<file path="src/common/seq_map.svh">
// Purpose : Register offsets, field positions and reset values of the sequencer
// Assumes : Byte addresses on a 32-bit classic Wishbone slave
// Notes   : Definitions only
`ifndef SEQ_MAP_SVH
`define SEQ_MAP_SVH

// ----------------------------------------------------------------------------
// Offsets
// ----------------------------------------------------------------------------
`define SEQ_CTRL_OFS      12'h000
`define SEQ_INITSEL_OFS   12'h004
`define SEQ_CLKSEL_OFS    12'h008
`define SEQ_CMP0_OFS      12'h00C
`define SEQ_CMP1_OFS      12'h010
`define SEQ_STATUS_OFS    12'h014
`define SEQ_TERM_BASE     12'h100
`define SEQ_TERM_LAST     12'h1FF

// ----------------------------------------------------------------------------
// Term field selectors (address bits 3:2 inside one term)
// ----------------------------------------------------------------------------
`define SEQ_TERM_TRUE     2'h0
`define SEQ_TERM_CPL      2'h1
`define SEQ_TERM_JSEL     2'h2
`define SEQ_TERM_KSEL     2'h3

// ----------------------------------------------------------------------------
// Field positions
// ----------------------------------------------------------------------------
`define SEQ_CTRL_MODE_LSB 0
`define SEQ_CTRL_DIAG_OUT 2
`define SEQ_CTRL_DIAG_ST  3
`define SEQ_ST_COMP0      16
`define SEQ_ST_COMP1      17
`define SEQ_ST_INIT       18
`define SEQ_ST_PD         19

// ----------------------------------------------------------------------------
// Reset values (unprogrammed part)
// ----------------------------------------------------------------------------
`define SEQ_CTRL_RST      32'h0000_0000
`define SEQ_INITSEL_RST   32'hFFFF_FFFF
`define SEQ_CLKSEL_RST    32'h0000_0000
`define SEQ_CMP_RST       32'h0000_0000
`define SEQ_MASK_RST      32'hFFFF_FFFF
`define SEQ_JK_RST        32'h0000_0000
`define SEQ_REG_PWRUP     32'hFFFF_FFFF

`endif

</file>
<file path="src/common/seq_pkg.sv">
// Purpose : Types shared by the sequencer files
// Assumes : Classic Wishbone, 32-bit data
// Notes   : Offsets and values live in seq_map.svh
package seq_pkg;

   // -------------------------------------------------------------------------
   // Bus carriers
   // -------------------------------------------------------------------------
   typedef struct packed {
      logic        cyc;
      logic        stb;
      logic        we;
      logic [31:0] adr;
      logic [3:0]  sel;
      logic [31:0] dat;
   } wb_req_t;

   typedef struct packed {
      logic        ack;
      logic [31:0] dat;
   } wb_rsp_t;

   // -------------------------------------------------------------------------
   // Multifunction pin use, Gray coded
   // -------------------------------------------------------------------------
   typedef enum logic [1:0] {
      MF_INIT  = 2'b00,
      MF_OE    = 2'b01,
      MF_PD    = 2'b11,
      MF_LOGIC = 2'b10
   } mf_mode_t;

endpackage : seq_pkg

</file>
<file path="src/rtl/pin_filter.sv">
// Purpose : Three-stage synchroniser with agreement filter for pin inputs
// Assumes : Inputs asynchronous to clk_i
// Notes   : Output moves only when stages two and three agree
module pin_filter #(
   parameter int W = 1
) (
   input  wire logic         clk_i,
   input  wire logic         rst_i,
   input  wire logic         ce_i,
   input  wire logic [W-1:0] pin_i,
   output logic      [W-1:0] level_o
);
   import seq_pkg::*;

   logic [W-1:0] s1_ff;
   logic [W-1:0] s2_ff;
   logic [W-1:0] s3_ff;
   logic [W-1:0] lvl_ff;

   // -------------------------------------------------------------------------
   // Stages
   // -------------------------------------------------------------------------
   always_ff @(posedge clk_i) begin
      if (rst_i) begin
         s1_ff <= '0;
         s2_ff <= '0;
         s3_ff <= '0;
      end else if (ce_i) begin
         s1_ff <= pin_i;
         s2_ff <= s1_ff;
         s3_ff <= s2_ff;
      end
   end

   // Stage one is seen by stage two only
   always_ff @(posedge clk_i) begin
      if (rst_i) begin
         lvl_ff <= '0;
      end else if (ce_i) begin
         for (int b = 0; b < W; b++) begin
            if (s2_ff[b] == s3_ff[b]) begin
               lvl_ff[b] <= s3_ff[b];
            end
         end
      end
   end

   assign level_o = lvl_ff;

endmodule : pin_filter

</file>
<file path="src/rtl/sequencer_complement_init.sv">
// Purpose : Fuse-programmable J/K sequencer with complement arrays and init
// Assumes : One clock; clock pins and all pins sampled as slow levels
// Notes   : Fuse map held in flip-flops, reached over classic Wishbone
`include "seq_map.svh"

// Overview of operation
// - Init loads each register's own preset/reset choice
// - Diagnostic mode tri-states pins, pins load registers
// - Unprogrammed multifunction pin acts as init input
// - Power-up presets every register to one
// - Unprogrammed transition terms evaluate to zero
// - Unprogrammed J and K inputs held low
// - Unprogrammed complement arrays have no terms
// - Unprogrammed, clock one drives every register
// - Complement array ORs terms, inverts, feeds back
// - Complement low if any connected term high
// - Two independent complement arrays are provided
// - Init high overrides and inhibits clocking
// - Power-down places all outputs in high impedance
module sequencer_complement_init
   import seq_pkg::*;
#(
   parameter int NUM_IN    = 12,
   parameter int NUM_STATE = 8,
   parameter int NUM_OUT   = 8,
   parameter int NUM_TERMS = 16
) (
   input  wire logic                 clk_i,
   input  wire logic                 rst_i,
   input  wire logic                 ce_i,
   input  wire wb_req_t              wb_req_i,
   output wb_rsp_t                   wb_rsp_o,
   input  wire logic [NUM_IN-1:0]    in_pins_i,
   input  wire logic                 clk1_pin_i,
   input  wire logic                 clk2_pin_i,
   input  wire logic                 multifunction_control_pin_i,
   input  wire logic [NUM_OUT-1:0]   output_pins_i,
   output logic      [NUM_OUT-1:0]   output_pins_o,
   output logic      [NUM_OUT-1:0]   output_pins_oe_o
);

   // -------------------------------------------------------------------------
   // Sizes
   // -------------------------------------------------------------------------
   localparam int NREG  = NUM_STATE + NUM_OUT;
   localparam int LIT_W = NUM_IN + 1 + NREG + 2;
   localparam int PIN_W = NUM_IN + NUM_OUT + 3;

   // Status keeps its flags above bit 15, so at most 16 registers fit
   if (LIT_W > 32 || NREG > 16 || NUM_TERMS > 16 || NUM_TERMS < 1 ||
       NUM_STATE != NUM_OUT) begin : g_size_check
      $error("sequencer_complement_init: unsupported sizes");
   end

   // -------------------------------------------------------------------------
   // Declarations
   // -------------------------------------------------------------------------
   logic [31:0]           ctrl_ff;
   logic [31:0]           initsel_ff;
   logic [31:0]           clksel_ff;
   logic [31:0]           cmp_ff     [2];
   logic [31:0]           tru_ff     [NUM_TERMS];
   logic [31:0]           cpl_ff     [NUM_TERMS];
   logic [31:0]           jm_ff      [NUM_TERMS];
   logic [31:0]           km_ff      [NUM_TERMS];
   logic [NREG-1:0]       q_ff;
   logic [NREG-1:0]       nxt_q;
   logic [1:0]            lock_ff;
   logic [1:0]            ckp_ff;
   logic                  ack_ff;
   logic [31:0]           dat_ff;
   logic [31:0]           rd_data;
   logic [PIN_W-1:0]      pin_lvl;
   logic [NUM_IN-1:0]     in_lvl;
   logic [NUM_OUT-1:0]    fpin_lvl;
   logic [1:0]            ck_lvl;
   logic                  mf_lvl;
   mf_mode_t              mode;
   logic                  init_act;
   logic                  power_down_input;
   logic                  diag_out;
   logic                  diag_st;
   logic [1:0]            ck_rise;
   logic [1:0]            ck_fall;
   logic [NUM_TERMS-1:0]  pre_terms;
   logic [NUM_TERMS-1:0]  terms;
   logic [1:0]            comp;
   logic [LIT_W-1:0]      lit_pre;
   logic [LIT_W-1:0]      lit;
   logic [NREG-1:0]       j_vec;
   logic [NREG-1:0]       k_vec;
   logic                  bus_req;
   logic                  wr_en;

   // -------------------------------------------------------------------------
   // Functions
   // -------------------------------------------------------------------------
   function automatic logic [31:0] merge(input logic [31:0] old,
                                         input logic [31:0] dat,
                                         input logic [3:0]  sel);
      logic [31:0] res;
      res = old;
      for (int b = 0; b < 4; b++) begin
         if (sel[b]) begin
            res[8*b +: 8] = dat[8*b +: 8];
         end
      end
      return res;
   endfunction : merge

   // Term window decode, used by read and write paths
   function automatic logic term_hit(input logic [31:0] adr);
      logic [3:0] idx;
      idx = adr[7:4];
      return (adr[11:0] >= `SEQ_TERM_BASE) && (adr[11:0] <= `SEQ_TERM_LAST) &&
             (adr[31:12] == 20'h0_0000) && (int'(idx) < NUM_TERMS);
   endfunction : term_hit

   // Intact true and complement links together force a term to zero
   function automatic logic eval_term(input logic [LIT_W-1:0] l,
                                      input logic [31:0]      t,
                                      input logic [31:0]      c);
      return &((~t[LIT_W-1:0] | l) & (~c[LIT_W-1:0] | ~l));
   endfunction : eval_term

   // -------------------------------------------------------------------------
   // Pin sampling
   // -------------------------------------------------------------------------
   pin_filter #(
      .W (PIN_W)
   ) u_pins (
      .clk_i   (clk_i),
      .rst_i   (rst_i),
      .ce_i    (ce_i),
      .pin_i   ({multifunction_control_pin_i, clk2_pin_i, clk1_pin_i,
                 output_pins_i, in_pins_i}),
      .level_o (pin_lvl)
   );

   assign in_lvl   = pin_lvl[NUM_IN-1:0];
   assign fpin_lvl = pin_lvl[NUM_IN +: NUM_OUT];
   assign ck_lvl   = pin_lvl[NUM_IN+NUM_OUT +: 2];
   assign mf_lvl   = pin_lvl[PIN_W-1];

   // -------------------------------------------------------------------------
   // Mode decode
   // -------------------------------------------------------------------------
   assign mode             = mf_mode_t'(ctrl_ff[`SEQ_CTRL_MODE_LSB +: 2]);
   assign init_act         = (mode == MF_INIT) && mf_lvl;
   assign power_down_input = (mode == MF_PD) && mf_lvl;
   assign diag_out         = ctrl_ff[`SEQ_CTRL_DIAG_OUT];
   assign diag_st          = ctrl_ff[`SEQ_CTRL_DIAG_ST];

   // -------------------------------------------------------------------------
   // Clock edges and init lockout
   // -------------------------------------------------------------------------
   always_ff @(posedge clk_i) begin
      if (rst_i) begin
         ckp_ff <= 2'h0;
      end else if (ce_i) begin
         ckp_ff <= ck_lvl;
      end
   end

   assign ck_rise = ck_lvl & ~ckp_ff & ~lock_ff;
   assign ck_fall = ~ck_lvl & ckp_ff;

   // Clocking comes back only after a high-to-low transition of that clock pin
   always_ff @(posedge clk_i) begin
      if (rst_i) begin
         lock_ff <= 2'h0;
      end else if (ce_i) begin
         for (int c = 0; c < 2; c++) begin
            if (init_act) begin
               lock_ff[c] <= 1'b1;
            end else if (ck_fall[c]) begin
               lock_ff[c] <= 1'b0;
            end
         end
      end
   end

   // -------------------------------------------------------------------------
   // AND array and complement arrays
   // -------------------------------------------------------------------------
   // Complement literals are taken as don't care in the first pass;
   // this breaks the feedback loop at the cost of nesting complements
   always_comb begin
      lit_pre = {2'b00, q_ff, (mode == MF_LOGIC) & mf_lvl, in_lvl};
      for (int t = 0; t < NUM_TERMS; t++) begin
         pre_terms[t] = eval_term(lit_pre,
                                  32'(tru_ff[t][LIT_W-3:0]),
                                  32'(cpl_ff[t][LIT_W-3:0]));
      end
   end

   // Empty array stays inactive rather than reading as high
   always_comb begin
      for (int a = 0; a < 2; a++) begin
         comp[a] = ~|(pre_terms & cmp_ff[a][NUM_TERMS-1:0]) &
                   (|cmp_ff[a][NUM_TERMS-1:0]);
      end
   end

   always_comb begin
      lit = {comp, q_ff, (mode == MF_LOGIC) & mf_lvl, in_lvl};
      for (int t = 0; t < NUM_TERMS; t++) begin
         terms[t] = eval_term(lit, tru_ff[t], cpl_ff[t]);
      end
   end

   // -------------------------------------------------------------------------
   // OR array onto J and K
   // -------------------------------------------------------------------------
   for (genvar r = 0; r < NREG; r++) begin : g_jk
      always_comb begin
         j_vec[r] = 1'b0;
         k_vec[r] = 1'b0;
         for (int t = 0; t < NUM_TERMS; t++) begin
            j_vec[r] = j_vec[r] | (terms[t] & jm_ff[t][r]);
            k_vec[r] = k_vec[r] | (terms[t] & km_ff[t][r]);
         end
      end
   end

   // -------------------------------------------------------------------------
   // State and output registers
   // -------------------------------------------------------------------------
   always_comb begin
      nxt_q = q_ff;
      for (int r = 0; r < NREG; r++) begin
         if (ck_rise[clksel_ff[r]]) begin
            if (r >= NUM_STATE && diag_out) begin
               nxt_q[r] = fpin_lvl[r-NUM_STATE];
            end else if (r < NUM_STATE && diag_st) begin
               nxt_q[r] = fpin_lvl[r];
            end else begin
               nxt_q[r] = (j_vec[r] & ~q_ff[r]) | (~k_vec[r] & q_ff[r]);
            end
         end
      end
   end

   always_ff @(posedge clk_i) begin
      if (rst_i) begin
         q_ff <= NREG'(`SEQ_REG_PWRUP);
      end else if (ce_i) begin
         if (init_act) begin
            q_ff <= initsel_ff[NREG-1:0];
         end else if (!power_down_input) begin
            q_ff <= nxt_q;
         end
      end
   end

   // -------------------------------------------------------------------------
   // Output pins
   // -------------------------------------------------------------------------
   assign output_pins_o = q_ff[NUM_STATE +: NUM_OUT];

   always_comb begin
      if (power_down_input || diag_out || diag_st) begin
         output_pins_oe_o = '0;
      end else if (mode == MF_OE) begin
         output_pins_oe_o = {NUM_OUT{~mf_lvl}};
      end else begin
         output_pins_oe_o = '1;
      end
   end

   // -------------------------------------------------------------------------
   // Wishbone slave
   // -------------------------------------------------------------------------
   assign bus_req = wb_req_i.cyc && wb_req_i.stb && !ack_ff;
   assign wr_en   = bus_req && wb_req_i.we;

   always_comb begin
      rd_data = 32'h0000_0000;
      if (term_hit(wb_req_i.adr)) begin
         unique case (wb_req_i.adr[3:2])
            `SEQ_TERM_TRUE: rd_data = tru_ff[wb_req_i.adr[7:4]];
            `SEQ_TERM_CPL:  rd_data = cpl_ff[wb_req_i.adr[7:4]];
            `SEQ_TERM_JSEL: rd_data = jm_ff[wb_req_i.adr[7:4]];
            `SEQ_TERM_KSEL: rd_data = km_ff[wb_req_i.adr[7:4]];
         endcase
      end else if (wb_req_i.adr[31:12] == 20'h0_0000) begin
         case (wb_req_i.adr[11:0])
            `SEQ_CTRL_OFS:    rd_data = ctrl_ff;
            `SEQ_INITSEL_OFS: rd_data = initsel_ff;
            `SEQ_CLKSEL_OFS:  rd_data = clksel_ff;
            `SEQ_CMP0_OFS:    rd_data = cmp_ff[0];
            `SEQ_CMP1_OFS:    rd_data = cmp_ff[1];
            `SEQ_STATUS_OFS: begin
               rd_data[NREG-1:0]        = q_ff;
               rd_data[`SEQ_ST_COMP0]   = comp[0];
               rd_data[`SEQ_ST_COMP1]   = comp[1];
               rd_data[`SEQ_ST_INIT]    = init_act;
               rd_data[`SEQ_ST_PD]      = power_down_input;
            end
            default:          rd_data = 32'h0000_0000;
         endcase
      end
   end

   always_ff @(posedge clk_i) begin
      if (rst_i) begin
         ack_ff <= 1'b0;
         dat_ff <= 32'h0000_0000;
      end else if (ce_i) begin
         ack_ff <= bus_req;
         if (bus_req && !wb_req_i.we) begin
            dat_ff <= rd_data;
         end
      end
   end

   assign wb_rsp_o.ack = ack_ff;
   assign wb_rsp_o.dat = dat_ff;

   // -------------------------------------------------------------------------
   // Control registers
   // -------------------------------------------------------------------------
   always_ff @(posedge clk_i) begin
      if (rst_i) begin
         ctrl_ff    <= `SEQ_CTRL_RST;
         initsel_ff <= `SEQ_INITSEL_RST;
         clksel_ff  <= `SEQ_CLKSEL_RST;
         cmp_ff[0]  <= `SEQ_CMP_RST;
         cmp_ff[1]  <= `SEQ_CMP_RST;
      end else if (ce_i && wr_en && wb_req_i.adr[31:12] == 20'h0_0000) begin
         case (wb_req_i.adr[11:0])
            `SEQ_CTRL_OFS: begin
               ctrl_ff <= merge(ctrl_ff, wb_req_i.dat, wb_req_i.sel) & 32'h0000_000F;
            end
            `SEQ_INITSEL_OFS: initsel_ff <= merge(initsel_ff, wb_req_i.dat, wb_req_i.sel);
            `SEQ_CLKSEL_OFS:  clksel_ff  <= merge(clksel_ff, wb_req_i.dat, wb_req_i.sel);
            `SEQ_CMP0_OFS:    cmp_ff[0]  <= merge(cmp_ff[0], wb_req_i.dat, wb_req_i.sel);
            `SEQ_CMP1_OFS:    cmp_ff[1]  <= merge(cmp_ff[1], wb_req_i.dat, wb_req_i.sel);
            default: ;
         endcase
      end
   end

   // -------------------------------------------------------------------------
   // Term link storage
   // -------------------------------------------------------------------------
   always_ff @(posedge clk_i) begin
      if (rst_i) begin
         for (int t = 0; t < NUM_TERMS; t++) begin
            tru_ff[t] <= `SEQ_MASK_RST;
            cpl_ff[t] <= `SEQ_MASK_RST;
            jm_ff[t]  <= `SEQ_JK_RST;
            km_ff[t]  <= `SEQ_JK_RST;
         end
      end else if (ce_i && wr_en && term_hit(wb_req_i.adr)) begin
         unique case (wb_req_i.adr[3:2])
            `SEQ_TERM_TRUE: tru_ff[wb_req_i.adr[7:4]] <=
               merge(tru_ff[wb_req_i.adr[7:4]], wb_req_i.dat, wb_req_i.sel);
            `SEQ_TERM_CPL:  cpl_ff[wb_req_i.adr[7:4]] <=
               merge(cpl_ff[wb_req_i.adr[7:4]], wb_req_i.dat, wb_req_i.sel);
            `SEQ_TERM_JSEL: jm_ff[wb_req_i.adr[7:4]] <=
               merge(jm_ff[wb_req_i.adr[7:4]], wb_req_i.dat, wb_req_i.sel);
            `SEQ_TERM_KSEL: km_ff[wb_req_i.adr[7:4]] <=
               merge(km_ff[wb_req_i.adr[7:4]], wb_req_i.dat, wb_req_i.sel);
         endcase
      end
   end

   // A term wired to the complement output can steer back to a known
   // state; that is a programming choice, nothing here enforces it

endmodule : sequencer_complement_init

</file>
<file path="config.mk">
export PLATFORM = sky130hd
export DESIGN_NAME = sequencer_complement_init
export DESIGN_NICKNAME = d
export VERILOG_FILES = /design/src/common/seq_pkg.sv /design/src/rtl/pin_filter.sv /design/src/rtl/sequencer_complement_init.sv
export VERILOG_INCLUDE_DIRS = /design/src /design/src/common
export SDC_FILE = /design/constraint.sdc
export NUM_CORES = 2
export LEC_CHECK = 0
export BUFFER_PORTS_ARGS = -buffer_cell sky130_fd_sc_hd__buf_2
export CAP_MARGIN = 10
export CORE_UTILIZATION = 40
export CTS_CLUSTER_SIZE = 10
export DETAILED_ROUTE_END_ITERATION = 6
export PLACE_DENSITY = 0.54
export SYNTH_ARGS = -nofsm -noshare
export SYNTH_HDL_FRONTEND = slang
export SYNTH_SLANG_ARGS = --single-unit
</file>
<file path="constraint.sdc">
create_clock -name clk_i -period 6.95 [get_ports clk_i]
set_clock_uncertainty 0.1 [all_clocks]
set_input_delay 0.3475 -clock clk_i [delete_from_list [all_inputs] [get_ports clk_i]]
set_output_delay 0.3475 -clock clk_i [all_outputs]
set_load 0.01 [all_outputs]
</file>
==> results.txt <==
The part of the cycle the worst path needs came out at 98.2%. The maximum number of pins on one net before global-route repair is 106. The number of remaining DRC errors is 46.

The cell area power density is 252 nW/µm². The number of storage elements in the synthesis netlist came out at 2325. The number of sinks handled by clock tree synthesis came out at around 2300.

In this run the count of I/O pins placed on the die edge is ~150. The number of warnings reported in the yosys synthesis log came out at 0. The number of antenna violations at the first check in global routing is 61.

The share of power burned in the clock network is 43.5%. After clock tree synthesis, the clock-pin slew on the worst setup and hold paths is 60 ps. The count of final setup violators is 0. The number of iterations in the first detailed-routing pass came out at 7. The worst min-delay path category is in2reg.

The core region area is 276000 µm². The width of the die is between 500 and 600 µm. Counting flops with an async set or reset pin after synthesis yields a share of 0%. The sink of the worst hold path is u_pins.s3_ff[12]$_SDFFE_PP0P_. The timing-limited maximum frequency is between 0.1 and 0.15 GHz. Cells fill 46.4% of the core in the end. The insertion delay to the later sink of the worst-skew pair came out at 960 ps. Net switching is 25.4% of the power. In this run the critical register-to-register path is launched from u_pins.level_o[11]$_SDFFE_PP0P_. The smallest clock period supported by the final layout is computed as ~6800 ps. In this run the vertical extent of the chip is 529 µm.

The clock tree synthesis step divided the H-tree into 5 levels. The total of buffers placed on input and output ports came out at 145. Counting cells, the worst reg-to-reg path comes to 14. The worst supply voltage drop on vdd is 204 µV. The worst-margin pin slew is 1470 ps. The slack of the critical path came out at 126 ps. The net count after synthesis is 8413.

By area the synthesized netlist is led by sky130_fd_sc_hd__edfxtp_1 (57%), sky130_fd_sc_hd__mux4_2 (14%), sky130_fd_sc_hd__mux2i_1 (6.1%). The final non-filler cell area is 128000 µm². The worst register-to-register path has a setup slack of 130 ps.

The net load switching power is between 8 and 9 mW. The total internal power is roughly 24 mW. Setup repair after global routing left no endpoint under its margin. The global-route wire length before repair came out at 737 mm. The fraction of final layout cells sized beyond drive strength 1 is a little over a fifth. The top-area cell type share of the netlist area came out at 57.0%. The post-CTS setup buffer count is 0.

The worst register-to-register path ends at q_ff[15]$_SDFFE_PP1P_. The checks that failed: DRC, capacitance limit, slew limit. The max-slew violation count came out at 1. For the worst setup path, the data required time is 7630 ps. Counting the fill cells in the layout gives ~25000. After detailed routing, the average wire length per cell comes to 45.0 µm. The most used standard cell by instance count after synthesis is sky130_fd_sc_hd__edfxtp_1.

In this run the tightest slew margin relative to its limit is -0.967%. The detail-routed via count per cell came out at ~6.8. The count of nets left with antenna violations after detail routing is 0. The commonest cells after synthesis are sky130_fd_sc_hd__edfxtp_1 (2112), sky130_fd_sc_hd__nand2_1 (1291), sky130_fd_sc_hd__nor2_1 (1256).

The largest driver fanout on the critical path came out at 17. The arrival time of data at the critical path endpoint is 7500 ps. TritonCTS built the clock tree.

The number of core rows came out at slightly below 200. The last weighted congestion value of the routability-driven placer is 1.06. The synthesized area per cell is about 13 µm². The total count of hold-check failures in the final report is 0.

Summed over all instances, the cell type with the most area after synthesis is sky130_fd_sc_hd__edfxtp_1. The final total negative setup slack is 0 ps. The startpoint identified for the worst hold timing path is ce_i. The run finished, with violations left.

The post-place setup slack came out at 440 ps. The critical path in this run is classified as reg2reg. The number of stages on the worst hold path came out at 4. The clock passes through at most 4 buffers. The number of global-route vias before repair was 78350. The CTS buffer count came out at roughly 290.

The fraction of power consumed by combinational cells came out at 8.0%. The cell area after placement is 119000 µm². The sequential element share of the synthesized area is roughly 61%. In this run the static leakage power is between 40 and 50 nW. The area of the mapped netlist is 111000 µm². The area of the die came out at between 200000 and 300000 µm². The area growth from synthesis to final layout came out at 15.3%.

The starting density of the core came out at 40.2%. The count of unique library cells instantiated by Yosys is 80. The kind of end point of the critical path is a flop.

The critical path startpoint category is a flop. The overall via count from detail_route is 84888. The tree is rooted in a sky130_fd_sc_hd__clkbuf_16. Per report_power, the sequential group accounts for 48.5% of the total. At the end of the flow, the number of nets in the layout was between 8000 and 9000. Wires add up to 564 mm. The detailed router finished its first iteration with 16288 violations. Yosys mapped a number of flops with a built-in enable equal to 2112. The total overflow reported by the global router is 0. Among all flip-flop cells after synthesis, the most frequent one is sky130_fd_sc_hd__edfxtp_1. After legalization and detailed placement, the total HPWL measured 383 mm.

The tool flagged a number of max-cap violations equal to 1. In the synthesized netlist, the number of instances is 8316. The all-layer global routing usage came out at between 30% and 40%.
per-stage QoR:
step	power, mW	hold WS, ps	std cells
2_1_floorplan	17.1	336	8316
3_3_place_gp	18.4	341	11946
3_5_place_dp	18.4	348	11951
4_1_cts	32.2	12.9	12482
5_1_grt	32.8	70.9	12502
6_report	32.3	55.1	12531
area by class of cell:
type	count	area (µm²)	share of cell area [%]
Sequential cell	2325	67700	52.8
Antenna cell	33	82.6	0.0644
Inverter	234	883	0.689
Timing Repair Buffer	730	6000	4.68
Clock inverter	51	507	0.395
Multi-Input combinational cell	5038	40600	31.6
Tap cell	3705	4640	3.62
Clock buffer	415	7840	6.11
cell families (layout without fill, tap and decap cells):
family	count (synthesis)	after routing	share of synthesized area [%]
AO/OA/AOI/OAI	700	700	4.73
buffers and inverters	953	1430	3.47
multiplexers	1385	1385	20.1
AND/OR/NAND/NOR	2953	2953	10.8
other	0	33	0
flip-flops	2325	2325	60.9
layout by cell type (no fill, tap or decap), types with 65 or more instances in the layout:
cell type	Yosys	routed
sky130_fd_sc_hd__edfxtp_1	2112	2112
sky130_fd_sc_hd__nand2_1	1291	1227
sky130_fd_sc_hd__nor2_1	1256	1218
sky130_fd_sc_hd__mux4_2	674	674
sky130_fd_sc_hd__mux2i_1	681	665
sky130_fd_sc_hd__buf_4	36	468
sky130_fd_sc_hd__clkbuf_16	0	290
sky130_fd_sc_hd__inv_1	230	228
sky130_fd_sc_hd__dfxtp_1	213	205
sky130_fd_sc_hd__buf_2	71	137
sky130_fd_sc_hd__nand4_1	125	125
sky130_fd_sc_hd__clkbuf_1	540	114
sky130_fd_sc_hd__nand3_1	94	94
sky130_fd_sc_hd__a21oi_1	88	88
sky130_fd_sc_hd__o21ai_0	107	75
sky130_fd_sc_hd__nand2_2	1	65
sky130_fd_sc_hd__dlygate4sd3_1	0	65
worst max-delay path, cell delays in order (launching register included):
cell	delay (ps)
sky130_fd_sc_hd__dfxtp_1	730
sky130_fd_sc_hd__mux2i_1	920
sky130_fd_sc_hd__nand4_1	460
sky130_fd_sc_hd__nor4_1	1070
sky130_fd_sc_hd__nand2_1	430
sky130_fd_sc_hd__o21a_1	680
sky130_fd_sc_hd__a211oi_2	510
sky130_fd_sc_hd__o211ai_1	270
sky130_fd_sc_hd__buf_4	270
sky130_fd_sc_hd__buf_12	150
sky130_fd_sc_hd__o22ai_1	170
sky130_fd_sc_hd__a211oi_1	70
sky130_fd_sc_hd__nand4_1	450
sky130_fd_sc_hd__buf_4	220
sky130_fd_sc_hd__a41oi_1	130
sequential cells by signal, indices dropped and copies added (netlist names):
signal,flops
cpl_ff,512
jm_ff,512
km_ff,512
tru_ff,512
cmp_ff,64
clksel_ff,32
dat_ff,32
initsel_ff,32
u_pins.level_o,23
u_pins.s1_ff,23
u_pins.s2_ff,23
u_pins.s3_ff,23
q_ff,16
ctrl_ff,4
ckp_ff,2
lock_ff,2
ack_ff,1
power by group through the flow:
stage | Sequential (mW) | Clock [mW] | Combinational, mW
floorplan | 15.8 | 0 | 1.29
global placement | 15.9 | 0 | 2.44
detailed placement | 15.9 | 0 | 2.45
CTS | 15.7 | 14.0 | 2.48
global route | 15.7 | 14.5 | 2.58
finish | 15.7 | 14.0 | 2.58
per-layer routing:
metal	global-route usage (%)	up-vias	part of all wire (%)
met1	53.2	43860	37
met4	21.9	48	6.7
met3	16.3	1438	16
li1	-	31828	-
met5	0.0173	-	0.10
met2	54.3	7714	40
what timing repair did:
item | 4_1_cts | 5_1_grt
gates resized for setup | 0 | 1
setup endpoints to repair | 0 | 1
hold buffers | 65 | 0
endpoints found under the hold margin | 168 | 0
how the worst max path moves through the flow:
stage | startpoint | end | slack [ps] | cells past startpoint
after floorplan | wb_req_i[40] | cpl_ff[13][0]$_SDFFCE_PN1P_ | 1690 | 8
after global placement | q_ff[5]$_SDFFE_PP1P_ | q_ff[15]$_SDFFE_PP1P_ | 370 | 15
after detailed placement | q_ff[5]$_SDFFE_PP1P_ | q_ff[15]$_SDFFE_PP1P_ | 440 | 15
after CTS | q_ff[5]$_SDFFE_PP1P_ | q_ff[15]$_SDFFE_PP1P_ | 460 | 15
after global routing | u_pins.level_o[11]$_SDFFE_PP0P_ | q_ff[15]$_SDFFE_PP1P_ | 130 | 14
final | u_pins.level_o[11]$_SDFFE_PP0P_ | q_ff[15]$_SDFFE_PP1P_ | 130 | 14
Power figures use the tool's default switching activity.
